**src/verilog/vcd_pkg.sv**
```systemverilog
// Purpose: shared constants for the calibration sequencer and clock distribution
// Assumes: register indices as printed; byte address is four times the index
// Notes: registers hold 8-bit data in the low lane of a 32-bit word
package vcd_pkg;
    localparam int unsigned NUM_CH = 3;
    localparam int unsigned IDX_W = 10;
    // register indices
    localparam logic [9:0] IDX_CAL_CTRL = 10'h018;
    localparam logic [9:0] IDX_STATUS = 10'h01F;
    localparam logic [9:0] IDX_DIV_CNT0 = 10'h190;
    localparam logic [9:0] IDX_DIV_CFG0 = 10'h191;
    localparam logic [9:0] IDX_DIV_MISC0 = 10'h192;
    localparam logic [9:0] IDX_CH_STRIDE = 10'h003;
    localparam logic [9:0] IDX_VCO_DIV = 10'h1E0;
    localparam logic [9:0] IDX_SRC_SEL = 10'h1E1;
    localparam logic [9:0] IDX_UPDATE = 10'h232;
    // field positions
    localparam int unsigned CAL_START_BIT = 0;
    localparam int unsigned CAL_DIV_LSB = 1;
    localparam int unsigned STAT_BUSY_BIT = 7;
    localparam int unsigned STAT_DONE_BIT = 6;
    localparam int unsigned STAT_LOOP_BIT = 5;
    localparam int unsigned CNT_M_LSB = 4;
    localparam int unsigned CNT_N_LSB = 0;
    localparam int unsigned CFG_BYPASS_BIT = 7;
    localparam int unsigned CFG_START_HIGH_BIT = 5;
    localparam int unsigned CFG_PHASE_LSB = 0;
    localparam int unsigned MISC_DCC_OFF_BIT = 0;
    localparam int unsigned MISC_DIRECT_BIT = 1;
    localparam int unsigned MISC_DCC_ACT_BIT = 7;
    localparam int unsigned UPDATE_BIT = 0;
    // reset values
    localparam logic [7:0] CAL_CTRL_RST = 8'h00;
    localparam logic [7:0] DIV_CNT_RST = 8'h00;
    localparam logic [7:0] DIV_CFG_RST = 8'h00;
    localparam logic [7:0] DIV_MISC_RST = 8'h00;
    localparam logic [7:0] VCO_DIV_RST = 8'h00;
    localparam logic [7:0] SRC_SEL_RST = 8'h02;
    // timing
    localparam int unsigned CAL_CYCLES_DEF = 4400;
    localparam logic [2:0] VCO_SEL_MAX = 3'h4;

    typedef enum logic [1:0] {
        SRC_CLK_VDIV = 2'b00,
        SRC_CLK_DIRECT = 2'b01,
        SRC_VCO_VDIV = 2'b10,
        SRC_ILLEGAL = 2'b11
    } vcd_src_e;

    typedef enum logic [1:0] {
        CAL_IDLE = 2'b00,
        CAL_RUN = 2'b01,
        CAL_DONE = 2'b11
    } vcd_cal_e;
endpackage

```
**src/verilog/vcd_chan_div.sv**
```systemverilog
// Purpose: one channel divider with high/low counts, start delay and start level
// Assumes: tick is a one-cycle pulse per divider input clock cycle
// Notes: duty-cycle correction is reported, half-cycle edges are not modelled
`timescale 1ns/100ps
module vcd_chan_div
    import vcd_pkg::*;
(
    // clock and reset
    input wire logic clk,
    input wire logic reset_n,
    // input clock and sync
    input wire logic tick,
    input wire logic sync,
    // settings
    input wire logic [3:0] m,
    input wire logic [3:0] n,
    input wire logic bypass,
    input wire logic dcc_off,
    input wire logic [4:0] phase,
    input wire logic start_high,
    // results
    output logic out,
    output logic dcc_act
);
    typedef struct packed {
        logic level;
        logic delaying;
        logic [4:0] cnt;
        logic dcc_act;
    } vcd_div_s;

    vcd_div_s s;
    vcd_div_s next_s;
    logic [4:0] div_max;
    logic [4:0] phase_eff;

    always_comb begin
        next_s = s;
        div_max = 5'({1'b0, n}) + 5'({1'b0, m}) + 5'h01;
        phase_eff = (phase > div_max) ? div_max : phase;
        next_s.dcc_act = !dcc_off && !bypass && ((m == n) || ({1'b0, m} == 5'({1'b0, n}) + 5'h01));
        if (sync) begin
            next_s.level = start_high;
            next_s.delaying = (phase_eff != 5'h00);
            next_s.cnt = phase_eff;
        end else if (tick) begin
            if (bypass) begin
                next_s.level = !s.level;
            end else if (s.delaying) begin
                if (s.cnt <= 5'h01) begin
                    next_s.delaying = 1'b0;
                    next_s.cnt = s.level ? 5'({1'b0, n}) : 5'({1'b0, m});
                end else begin
                    next_s.cnt = s.cnt - 5'h01;
                end
            end else if (s.cnt == 5'h00) begin
                next_s.level = !s.level;
                next_s.cnt = s.level ? 5'({1'b0, m}) : 5'({1'b0, n});
            end else begin
                next_s.cnt = s.cnt - 5'h01;
            end
        end
    end

    always_ff @(posedge clk or negedge reset_n) begin
        if (!reset_n) begin
            s <= '0;
        end else begin
            s <= next_s;
        end
    end

    assign out = s.level;
    assign dcc_act = s.dcc_act;

    property p_flip_to_high;
        @(posedge clk) disable iff (!reset_n)
        (tick && !sync && !bypass && !s.delaying && s.cnt == 5'h00 && !s.level)
            |=> (s.level && s.cnt == 5'({1'b0, $past(n)}));
    endproperty
    a_flip_to_high: assert property (p_flip_to_high) else $error("high phase not loaded with n");

    property p_sync_level;
        @(posedge clk) disable iff (!reset_n)
        sync |=> (s.level == $past(start_high));
    endproperty
    a_sync_level: assert property (p_sync_level) else $error("start level not applied on sync");

    property p_delay_bound;
        @(posedge clk) disable iff (!reset_n)
        sync |=> (s.cnt <= $past(div_max));
    endproperty
    a_delay_bound: assert property (p_delay_bound) else $error("start delay out of range");
endmodule

```
**src/verilog/vcd_clock_ctrl.sv**
```systemverilog
// Purpose: calibration sequencer and distribution control behind an Avalon-MM slave
// Assumes: PFD_TICK, VCO_TICK and EXT_TICK are one-cycle pulses synchronous to CLK
// Notes: registers take effect only when an update strobe commits them
// What this block does
// - cal bit zero then one, each committed
// - first commit of one starts calibration
// - status bit reads one after calibration
// - cal clock is PFD over cal divider
// - calibration lasts fixed cal clock count
// - outputs held in sync while calibrating
// - loop closes after calibration, sync released
// - no automatic calibration on setting change
// - three dividers, 2 to 32 or bypass
// - high n+1, low m+1 input cycles
// - optional duty correction reported only, odd needs m=n+1
// - start delay bounded, selectable start level
// - source field picks clock and divider
// - VCO divider divides by 2 to 6
// - direct routing needs VCO divider path
// - per pair bit routes divider input out
// - count fields store cycles minus one
`timescale 1ns/100ps
module vcd_clock_ctrl
    import vcd_pkg::*;
#(
    parameter int unsigned CAL_CYCLES = CAL_CYCLES_DEF
) (
    // clock and reset
    input wire logic CLK,
    input wire logic RESET_N,
    // Avalon-MM slave
    input wire logic [11:0] ADDRESS,
    input wire logic READ,
    input wire logic WRITE,
    input wire logic [31:0] WRITEDATA,
    input wire logic [3:0] BYTEENABLE,
    output logic [31:0] READDATA,
    output logic WAITREQUEST,
    // clock events
    input wire logic PFD_TICK,
    input wire logic VCO_TICK,
    input wire logic EXT_TICK,
    // distribution and loop
    output logic [NUM_CH-1:0] OUT_PAIR,
    output logic SYNC_ACTIVE,
    output logic LOOP_CLOSED
);
    if (CAL_CYCLES < 2 || CAL_CYCLES > 8191) begin : g_bad_cycles
        $error("CAL_CYCLES must lie in 2..8191");
    end

    localparam logic [12:0] CAL_LAST = 13'(CAL_CYCLES - 1);

    typedef struct packed {
        logic waitreq;
        logic [31:0] rdata;
        logic [7:0] sh_cal;
        logic [7:0] sh_vdiv;
        logic [7:0] sh_src;
        logic [NUM_CH-1:0][7:0] sh_cnt;
        logic [NUM_CH-1:0][7:0] sh_cfg;
        logic [NUM_CH-1:0][7:0] sh_misc;
        logic [7:0] act_cal;
        logic [7:0] act_vdiv;
        logic [7:0] act_src;
        logic [NUM_CH-1:0][7:0] act_cnt;
        logic [NUM_CH-1:0][7:0] act_cfg;
        logic [NUM_CH-1:0][7:0] act_misc;
        vcd_cal_e cal_st;
        logic cal_prev;
        logic [4:0] caldiv_cnt;
        logic [12:0] cal_cnt;
        logic done;
        logic loop_closed;
        logic [2:0] vdiv_cnt;
        logic vdiv_tick;
        logic [NUM_CH-1:0] direct_lvl;
        logic [NUM_CH-1:0] out;
        logic sync_out;
    } vcd_state_s;

    vcd_state_s s;
    vcd_state_s next_s;

    // channel number of a per-channel register, or NUM_CH when idx is not one
    function automatic logic [1:0] chan_of(input logic [9:0] idx, input logic [9:0] base);
        logic [1:0] ch;
        ch = 2'(NUM_CH);
        for (int i = 0; i < NUM_CH; i++) begin
            if (idx == base + 10'(i) * IDX_CH_STRIDE) begin
                ch = 2'(i);
            end
        end
        return ch;
    endfunction

    logic [9:0] idx;
    logic [1:0] ch_cnt;
    logic [1:0] ch_cfg;
    logic [1:0] ch_misc;
    logic cal_rise;
    logic sync;
    logic [4:0] caldiv_last;
    logic cal_tick;
    vcd_src_e src;
    logic use_vdiv;
    logic src_tick;
    logic chan_tick;
    logic [2:0] vdiv_sel;
    logic [NUM_CH-1:0] direct_en;
    logic [NUM_CH-1:0] start_lvl;
    logic [NUM_CH-1:0] div_out;
    logic [NUM_CH-1:0] dcc_act;
    logic [7:0] rd_byte;

    assign idx = ADDRESS[11:2];
    assign ch_cnt = chan_of(idx, IDX_DIV_CNT0);
    assign ch_cfg = chan_of(idx, IDX_DIV_CFG0);
    assign ch_misc = chan_of(idx, IDX_DIV_MISC0);
    assign sync = (s.cal_st == CAL_RUN);
    // cal_prev resets to zero so a first committed one counts as an edge
    assign cal_rise = s.act_cal[CAL_START_BIT] && !s.cal_prev;
    // cal divider 2, 4, 8 or 16
    assign caldiv_last = (5'h02 << s.act_cal[CAL_DIV_LSB +: 2]) - 5'h01;
    assign cal_tick = PFD_TICK && (s.caldiv_cnt == caldiv_last);

    assign src = vcd_src_e'(s.act_src[1:0]);
    assign use_vdiv = (src == SRC_CLK_VDIV) || (src == SRC_VCO_VDIV);
    assign src_tick = (src == SRC_VCO_VDIV) ? VCO_TICK : ((src == SRC_CLK_VDIV) ? EXT_TICK : 1'b0);
    assign chan_tick = use_vdiv ? s.vdiv_tick : ((src == SRC_CLK_DIRECT) ? EXT_TICK : 1'b0);
    // codes above four clip to divide by six
    assign vdiv_sel = (s.act_vdiv[2:0] > VCO_SEL_MAX) ? VCO_SEL_MAX : s.act_vdiv[2:0];

    always_comb begin
        for (int i = 0; i < NUM_CH; i++) begin
            // direct routing only on the VCO divider path
            direct_en[i] = s.act_misc[i][MISC_DIRECT_BIT] && use_vdiv;
            start_lvl[i] = s.act_cfg[i][CFG_START_HIGH_BIT];
        end
    end

    always_comb begin
        rd_byte = 8'h00;
        if (idx == IDX_CAL_CTRL) begin
            rd_byte = s.sh_cal;
        end else if (idx == IDX_STATUS) begin
            rd_byte[STAT_DONE_BIT] = s.done;
            rd_byte[STAT_BUSY_BIT] = sync;
            rd_byte[STAT_LOOP_BIT] = s.loop_closed;
        end else if (idx == IDX_VCO_DIV) begin
            rd_byte = s.sh_vdiv;
        end else if (idx == IDX_SRC_SEL) begin
            rd_byte = s.sh_src;
        end else if (ch_cnt != 2'(NUM_CH)) begin
            rd_byte = s.sh_cnt[ch_cnt];
        end else if (ch_cfg != 2'(NUM_CH)) begin
            rd_byte = s.sh_cfg[ch_cfg];
        end else if (ch_misc != 2'(NUM_CH)) begin
            rd_byte = s.sh_misc[ch_misc];
            rd_byte[MISC_DCC_ACT_BIT] = dcc_act[ch_misc];
        end
    end

    always_comb begin
        next_s = s;
        // bus: accept, answer one cycle later, release
        if (s.waitreq) begin
            if (READ || WRITE) begin
                next_s.waitreq = 1'b0;
                next_s.rdata = {24'h000000, rd_byte};
            end
        end else begin
            next_s.waitreq = 1'b1;
            if (WRITE && BYTEENABLE[0]) begin
                if (idx == IDX_CAL_CTRL) begin
                    next_s.sh_cal = WRITEDATA[7:0];
                end else if (idx == IDX_VCO_DIV) begin
                    next_s.sh_vdiv = WRITEDATA[7:0];
                end else if (idx == IDX_SRC_SEL) begin
                    next_s.sh_src = WRITEDATA[7:0];
                end else if (ch_cnt != 2'(NUM_CH)) begin
                    next_s.sh_cnt[ch_cnt] = WRITEDATA[7:0];
                end else if (ch_cfg != 2'(NUM_CH)) begin
                    next_s.sh_cfg[ch_cfg] = WRITEDATA[7:0];
                end else if (ch_misc != 2'(NUM_CH)) begin
                    next_s.sh_misc[ch_misc] = WRITEDATA[7:0];
                end else if (idx == IDX_UPDATE && WRITEDATA[UPDATE_BIT]) begin
                    // the strobe self-clears, so it has no storage
                    next_s.act_cal = s.sh_cal;
                    next_s.act_vdiv = s.sh_vdiv;
                    next_s.act_src = s.sh_src;
                    next_s.act_cnt = s.sh_cnt;
                    next_s.act_cfg = s.sh_cfg;
                    next_s.act_misc = s.sh_misc;
                end
            end
        end

        // calibration sequencer
        next_s.cal_prev = s.act_cal[CAL_START_BIT];
        if (cal_rise) begin
            // only an explicit committed request starts it
            next_s.cal_st = CAL_RUN;
            next_s.cal_cnt = 13'h0000;
            next_s.caldiv_cnt = 5'h00;
            next_s.done = 1'b0;
            next_s.loop_closed = 1'b0;
        end else begin
            unique case (s.cal_st)
                CAL_IDLE, CAL_DONE: begin
                end
                CAL_RUN: begin
                    if (PFD_TICK) begin
                        next_s.caldiv_cnt = cal_tick ? 5'h00 : s.caldiv_cnt + 5'h01;
                    end
                    if (cal_tick) begin
                        if (s.cal_cnt == CAL_LAST) begin
                            next_s.cal_st = CAL_DONE;
                            next_s.done = 1'b1;
                            next_s.loop_closed = 1'b1;
                        end else begin
                            next_s.cal_cnt = s.cal_cnt + 13'h0001;
                        end
                    end
                end
                default: begin
                    next_s.cal_st = CAL_IDLE;
                end
            endcase
        end

        next_s.vdiv_tick = 1'b0;
        if (use_vdiv && src_tick) begin
            if (s.vdiv_cnt >= vdiv_sel + 3'h1) begin
                next_s.vdiv_cnt = 3'h0;
                next_s.vdiv_tick = 1'b1;
            end else begin
                next_s.vdiv_cnt = s.vdiv_cnt + 3'h1;
            end
        end

        for (int i = 0; i < NUM_CH; i++) begin
            // raw divider input on the pair
            if (src_tick && direct_en[i]) begin
                next_s.direct_lvl[i] = !s.direct_lvl[i];
            end
            if (sync) begin
                next_s.out[i] = start_lvl[i];
                next_s.direct_lvl[i] = start_lvl[i];
            end else begin
                next_s.out[i] = direct_en[i] ? s.direct_lvl[i] : div_out[i];
            end
        end
        next_s.sync_out = (next_s.cal_st == CAL_RUN);
    end

    always_ff @(posedge CLK or negedge RESET_N) begin
        if (!RESET_N) begin
            s <= '0;
            s.waitreq <= 1'b1;
            s.sh_cal <= CAL_CTRL_RST;
            s.act_cal <= CAL_CTRL_RST;
            s.sh_vdiv <= VCO_DIV_RST;
            s.act_vdiv <= VCO_DIV_RST;
            s.sh_src <= SRC_SEL_RST;
            s.act_src <= SRC_SEL_RST;
            s.sh_cnt <= {NUM_CH{DIV_CNT_RST}};
            s.act_cnt <= {NUM_CH{DIV_CNT_RST}};
            s.sh_cfg <= {NUM_CH{DIV_CFG_RST}};
            s.act_cfg <= {NUM_CH{DIV_CFG_RST}};
            s.sh_misc <= {NUM_CH{DIV_MISC_RST}};
            s.act_misc <= {NUM_CH{DIV_MISC_RST}};
            s.cal_st <= CAL_IDLE;
        end else begin
            s <= next_s;
        end
    end

    for (genvar c = 0; c < NUM_CH; c++) begin : g_ch
        vcd_chan_div u_div (
            .clk(CLK),
            .reset_n(RESET_N),
            .tick(chan_tick),
            .sync(sync),
            .m(s.act_cnt[c][CNT_M_LSB +: 4]),
            .n(s.act_cnt[c][CNT_N_LSB +: 4]),
            .bypass(s.act_cfg[c][CFG_BYPASS_BIT]),
            .dcc_off(s.act_misc[c][MISC_DCC_OFF_BIT]),
            .phase(s.act_cfg[c][CFG_PHASE_LSB +: 5]),
            .start_high(s.act_cfg[c][CFG_START_HIGH_BIT]),
            .out(div_out[c]),
            .dcc_act(dcc_act[c])
        );
    end

    assign READDATA = s.rdata;
    assign WAITREQUEST = s.waitreq;
    assign OUT_PAIR = s.out;
    assign SYNC_ACTIVE = s.sync_out;
    assign LOOP_CLOSED = s.loop_closed;

    property p_start;
        @(posedge CLK) disable iff (!RESET_N)
        $rose(s.act_cal[CAL_START_BIT]) |=> (s.cal_st == CAL_RUN && s.cal_cnt == 13'h0000);
    endproperty
    a_start: assert property (p_start) else $error("committed rise did not start calibration");
    property p_no_auto;
        @(posedge CLK) disable iff (!RESET_N)
        (s.cal_st != CAL_RUN && !cal_rise) |=> (s.cal_st != CAL_RUN);
    endproperty
    a_no_auto: assert property (p_no_auto) else $error("calibration started without request");
    property p_done_low;
        @(posedge CLK) disable iff (!RESET_N)
        (s.cal_st == CAL_RUN) |-> (!s.done && !s.loop_closed);
    endproperty
    a_done_low: assert property (p_done_low) else $error("done set during calibration");
    property p_done_high;
        @(posedge CLK) disable iff (!RESET_N)
        (s.cal_st == CAL_RUN && cal_tick && s.cal_cnt == CAL_LAST && !cal_rise)
            |=> (s.done && s.loop_closed && !SYNC_ACTIVE);
    endproperty
    a_done_high: assert property (p_done_high) else $error("calibration end not flagged");
    property p_cal_length;
        @(posedge CLK) disable iff (!RESET_N)
        (s.cal_st == CAL_RUN && s.cal_cnt < CAL_LAST) |=> (s.cal_st == CAL_RUN);
    endproperty
    a_cal_length: assert property (p_cal_length) else $error("calibration ended early");
    property p_cal_clock;
        @(posedge CLK) disable iff (!RESET_N)
        (s.cal_st == CAL_RUN && !cal_tick && !cal_rise) |=> $stable(s.cal_cnt);
    endproperty
    a_cal_clock: assert property (p_cal_clock) else $error("cal count moved without cal clock");
    property p_sync_hold;
        @(posedge CLK) disable iff (!RESET_N)
        (s.cal_st == CAL_RUN) |=> (OUT_PAIR == $past(start_lvl));
    endproperty
    a_sync_hold: assert property (p_sync_hold) else $error("outputs moved during calibration");
    property p_illegal_src;
        @(posedge CLK) disable iff (!RESET_N)
        (src == SRC_ILLEGAL) |-> (!chan_tick && !src_tick);
    endproperty
    a_illegal_src: assert property (p_illegal_src) else $error("illegal source produced clock");
    property p_vdiv_range;
        @(posedge CLK) disable iff (!RESET_N)
        s.vdiv_tick |-> (s.vdiv_cnt == 3'h0 && $past(s.vdiv_cnt) == $past(vdiv_sel) + 3'h1);
    endproperty
    a_vdiv_range: assert property (p_vdiv_range) else $error("VCO divider ratio wrong");
    property p_direct;
        @(posedge CLK) disable iff (!RESET_N)
        !sync |=> ((OUT_PAIR & $past(direct_en)) == ($past(s.direct_lvl) & $past(direct_en)));
    endproperty
    a_direct: assert property (p_direct) else $error("direct routing not applied");
endmodule

```
**config.mk**
```make
export PLATFORM = sky130hd
export DESIGN_NAME = vcd_clock_ctrl
export DESIGN_NICKNAME = d
export VERILOG_FILES = /design/src/verilog/vcd_pkg.sv /design/src/verilog/vcd_chan_div.sv /design/src/verilog/vcd_clock_ctrl.sv
export SDC_FILE = /design/constraint.sdc
export NUM_CORES = 1
export LEC_CHECK = 0
export BUFFER_PORTS_ARGS = -buffer_cell sky130_fd_sc_hd__buf_2
export CORE_UTILIZATION = 42
export DETAILED_ROUTE_END_ITERATION = 8
export GPL_ROUTABILITY_DRIVEN = 0
export HOLD_SLACK_MARGIN = 0.05
export PLACE_DENSITY = 0.64
export SLEW_MARGIN = 20
export SYNTH_ARGS = -nofsm -noshare
export SYNTH_HDL_FRONTEND = slang
export SYNTH_SLANG_ARGS = --single-unit
```
**constraint.sdc**
```tcl
create_clock -name CLK -period 2.59 [get_ports CLK]
set_input_delay 0.3885 -clock CLK [delete_from_list [all_inputs] [get_ports CLK]]
set_output_delay 0.3885 -clock CLK [all_outputs]
set_load 0.05 [all_outputs]
```
* Word-level counts from Yosys, hierarchy flattened
Index checks and enable logic that the tools add are counted.
** Cells by class
- Add/sub/neg operators :: 17
- $mul :: 0
- Div/mod/pow operators :: 0
- Magnitude comparators :: 14
- Equality and inequality tests :: 37
- Shifts and indexed selects :: 1
- Mux-type cells :: 109
- Bitwise logic cells :: 7
- Reductions and logical operators :: 75
** Operators with widths (number)
- $eq 10x9->1 const B :: 11
- $mux 8 :: 11
- $mux 5 :: 15
- $bwmux 24 :: 3
- $mux 7 :: 7
- $bmux 8 s2 :: 3
- $demux 8 s2 :: 3
- $mux 20 :: 2
- $mux 1 :: 35
- $mux 33 :: 1
- $mux 2 :: 13
- $mux 4 :: 6
- $add 5x1->5 const B :: 4
- $eq 10x5->1 const B :: 2
- $logic_and 1x1->1 :: 20
- $sub 5x1->5 const B :: 4
- $mux 6 :: 3
- $reduce_and 3->1 :: 6
- $reduce_bool 2->1 :: 8
- $add 4x1->5 const B :: 3
- $add 4x4->5 :: 3
- $eq 4x5->1 :: 3
- $gt 5x5->1 :: 3
- $le 5x1->1 const B :: 3
- 37 further kinds :: 88
** Storage, ports and cells
- Register bits after elaboration :: 225
- Bits in latches :: 0
- RAM bits :: 0
- ROM bits :: 0
- Bits of input ports :: 55
- Output and inout port bits :: 38
- Logic and storage cells :: 311
- Memories kept :: 0

* Longest topological paths before layout
- Word-level depth :: 15
- Mapped depth :: 15
- Gate-level depth less buffers :: 14

* Cells and area by module
A second synthesis with hierarchy kept.
** Second synthesis, totals
- Cells, all modules :: 1185
- Area total of the unflattened synthesis :: 12644.6 sq um
** Modules (own cells, without submodules)
- vcd_clock_ctrl :: instances 1, cells each 821, area each 9499.1 sq um, seq. area each 4858.4 sq um
- vcd_chan_div at g_ch[0].u_div ... :: instances 2, cells each 119, area each 1037.2 sq um, seq. area each 200.2 sq um
- vcd_chan_div at g_ch[2].u_div :: instances 1, cells each 126, area each 1071.0 sq um, seq. area each 200.2 sq um

* Least setup slack after synthesis
OpenSTA, ideal clock, no wires.
- Kind :: reg-to-reg
- Start :: register s[98] (netlist bit)
- End :: register g_ch[2].u_div.s[3] (netlist bit)
- Setup time :: 0.118 ns
- Arrival time :: 2.740 ns
- Data required time :: 2.472 ns
- Path slack :: -0.268 ns
- Stages on the path, launching flop included :: 13
- Buffers on the path :: 0
- Period minus slack after synthesis :: 2.858 ns
- Cell sequence :: dfrtp_1 -> inv_1 -> ha_1 -> inv_1 -> fa_1 -> a21o_1 -> a21oi_1 -> ha_1 -> mux2i_1 -> a21oi_1 -> mux2i_1 -> a22oi_1 -> a21o_1
** Between the ends
- Word-level cells in the longest chain between the ends :: 5
** RTL lines
- start, declared :: RTL line vcd_clock_ctrl.sv:82 : vcd_state_s s;
- start signal, assigned :: RTL line vcd_clock_ctrl.sv:275 : s <= next_s;
- $add 4x4->5 (*) :: RTL line vcd_chan_div.sv:39 : div_max = 5'({1'b0, n}) + 5'({1'b0, m}) + 5'h01;
- $add 5x1->5 (*) :: RTL line vcd_chan_div.sv:39
- $gt 5x5->1 :: RTL line vcd_chan_div.sv:40 : phase_eff = (phase > div_max) ? div_max : phase;
- $mux 5 (*) :: RTL line vcd_chan_div.sv:40
- $mux 7 (*) :: RTL line vcd_chan_div.sv:42 : if (sync) begin
- end signal, assigned :: RTL line vcd_chan_div.sv:69 : s <= next_s;
- end, declared :: RTL line vcd_chan_div.sv:32 : vcd_div_s s;
Mark *: on every way between the ends. The rest lies on a longest branch, timed or not.
A chain may end at the register's enable or synchronous reset.

* Final worst setup path
- Start :: register s[90] (netlist bit)
- End :: register g_ch[1].u_div.s[1] (netlist bit)
** Between the ends
- Word-level cells in the longest chain between the ends :: 6
- Elaborated cells on any way between the ends :: 12
- Those cells by class :: 2 x add/sub; 1 x order compare; 9 x mux
** RTL lines (RTL line)
- branches (longest 5 deep; another with $add 4x4->5)
- $mux 7 (*) :: vcd_chan_div.sv:42
- end signal, assigned :: vcd_chan_div.sv:69
- end, declared :: vcd_chan_div.sv:32
Mark *: on every way between the ends. The select of a mux whose other input is x is not followed.

==> metrics <==
sequential share of the synthesized area 0.447; PortBufs 39; Worst Hold Class in2reg; Clk pin slew, worst setup/hold paths 0.06 ns; Routed WL 32.3 mm; synth unique cells 76; Tightest Pin Transition 0.649 ns; Final Net Count 1424; f_max 0.373 GHz; Top FF cell, synth dfrtp_1; Setup CP Type reg2reg; 1st-pass router iterations 7; vias in the first global route a little under 10k; Syn Inst Count 1172; synth cell count leaders dfrtp_1, mux2_2, o21ai_0; critical path arrival 3.11 ns; EDFF count, synth 0; pwr/cell area 570 nW/µm²; CP startpoint kind register; Mean Syn Cell Area 10.4 µm²; H-tree levels 1; Yosys warnings 0; # IOs 93; global-route wire length before repair 53.5 mm; WL/cell about 19 µm; Post-Place Setup Slack -0.155 ns; placed cells 1635; Synth area leaders dfrtp_1, mux2_2, ha_1; Period Utilization, post-route 1.04; ys async rst share 1.00; post-synth top area cell dfrtp_1; reg2reg start s[90]; CP max FO 2; gr ovfl total 0; status finished, violations left; synthesized area ~12000 µm²; vias per cell 5.68; Max-Slew Margin vs Limit 0.568; count leader, synth dfrtp_1; initial antenna violation count 0; Slew Viols, Final 0; n_diodes 0; Die ar. between 20000 and 30000 µm²; CP endpoint kind register; Hold Crit Start PFD_TICK; CTS root buffer clkbuf_16; Req. time, crit path 3.02 ns; CTS sink count roughly 220; minimum clock period 2.68 ns; CTS tree done; post-route setup slack -0.0925 ns; die outline height 173 µm; Final ANT Viol Nets 0; largest net degree at the start of global routing between 70 and 80; row cnt 62; Die Span X about 170 µm; Pleak just under 7 nW; Core Footprint 28600 µm²; # DRC 0; final hold vios 0; Vias 9796; VDD IR max 0.000425 V; critical path startpoint s[90]; CTS buffer count 25; RSZ-0062 raised after global routing true; total global-route track usage 0.222; Finished Layout Cells 1724; Synth top area share 0.440; failing checks setup timing; max-cap violation count 0; Starting Density 0.427; clk buf depth 3; Layout Skew 0.0126 ns; area added between synthesis and finish 20.7%; Final Setup Violations 7; layout cell share with drive strength beyond 1 0.328; Post-DP HPWL 22.4 mm; Detailed Route Iter0 Violations 681; flop and latch count out of synthesis 218; Finished Core Util 0.515; clk_lat worst skew 0.53 ns
flip-flops by register name, indices dropped and copies added (netlist names):
signal and count:
s 180, OUT_PAIR 3, WAITREQUEST 1, SYNC_ACTIVE 1, g_ch.u_div.out 3, READDATA 8
next_s 1, g_ch.u_div.dcc_act 3, g_ch.u_div.s 18
layout make-up:
cell class | instances | area (µm²)
Multi-Input combinational cell | 849 | 6430
Fill cell | 2510 | 13900
Clock inverter | 13 | 97.6
Tap cell | 384 | 480
Clock buffer | 31 | 698
Timing Repair Buffer | 181 | 1400
Inverter | 48 | 180
Sequential cell | 218 | 5460
worst max-delay path, stage by stage (launching register included):
cell      delay, ns
dfrtp_1        0.39
inv_2          0.08
buf_4          0.13
buf_4          0.12
buf_4          0.12
buf_4          0.12
buf_4          0.13
buf_4          0.12
buf_4          0.12
buf_4          0.12
buf_4          0.13
buf_4          0.12
buf_4          0.12
buf_4          0.12
buf_4          0.13
buf_4          0.13
o221a_2        0.23
a221oi_2       0.16
logic make-up after synthesis:
group,Yosys count,synth area share
xor+xnor,36,0.0258
fa+ha+maj,46,0.0490
buf+inv,128,0.0537
simple gates,305,0.133
mux,162,0.147
flops,218,0.447
other cells,1,0.000307
compound gates,276,0.144
cells in the final DEF, fill, tap and decap left out, drive strengths merged, types with 7 or more instances in the layout:
master  netlist  layout
clkbuf       34      31
nand2        61      61
buf          46     180
o22ai        20      20
nand3        26      26
or3           9       9
o31ai         7       7
mux2i        18      18
or4           7       7
nor4         15      15
nor2         74      74
ha           43      43
a21oi        68      68
conb          1      24
o211ai        7       7
inv          47      47
nor2b        15      15
dfrtp       215     215
o21ai        78      78
xnor2        25      25
a31oi        10      10
xor2         11      11
nand4        12      12
nor3         28      28
mux2        144     144
nand2b       19      19
a221oi       10      10
clkinv        1      10
repair_timing:
item / in CTS / in global routing
gates cloned: 1 / 0
setup buffers: 36 / 8
resized for setup: 36 / 24
endpoints found under the hold margin: 68 / 0
hold buffers: 1 / 0
endpoints found under the setup margin: 17 / 19
pin swaps: 19 / 23
worst paths after layout:
kind                       slack, ns                    end  depth (start not counted)
setup / recovery               -0.09     g_ch[1].u_div.s[1]                         17
hold / removal                  0.26                  s[29]                          4
setup reg to reg               -0.09     g_ch[1].u_div.s[1]                         17
hold reg to reg                 0.43  g_ch[2].u_div.dcc_act                          1
max in group asynchronous       1.47            WAITREQUEST                          3
min in group asynchronous       0.39                  s[19]                          2
per-layer routing:
layer | global-route usage | part of all wire | routed length [µm] | up-vias
li1 | - | - | - | 4565
met1 | 0.314 | 0.46 | 14900 | 4874
met2 | 0.354 | 0.46 | 14900 | 291
met3 | 0.0246 | 0.045 | 1450 | 66
met4 | 0.0763 | 0.033 | 1060 | 0
met5 | 0 | 0 | 0 | -
report_power, final:
part | internal [mW] | switching [mW]
Sequential | 3.57 | 0.164
Combinational | 0.443 | 0.768
Clock | 2.00 | 1.46
through the flow:
stage | power, mW | TNS, ns | hold slack, ns | area (µm²)
final | 8.41 | -0.296 | 0.262 | 14700
after global routing | 8.78 | -2.22 | 0.314 | 14700
after CTS | 8.45 | -0.161 | 0.244 | 14600
after detailed placement | 4.98 | -2.86 | 0.382 | 13400
after global placement | 4.95 | -0.929 | 0.377 | 13400
after floorplan | 4.64 | -0.0816 | 0.0929 | 12300
No activity file was read; power rests on OpenSTA's default activity.
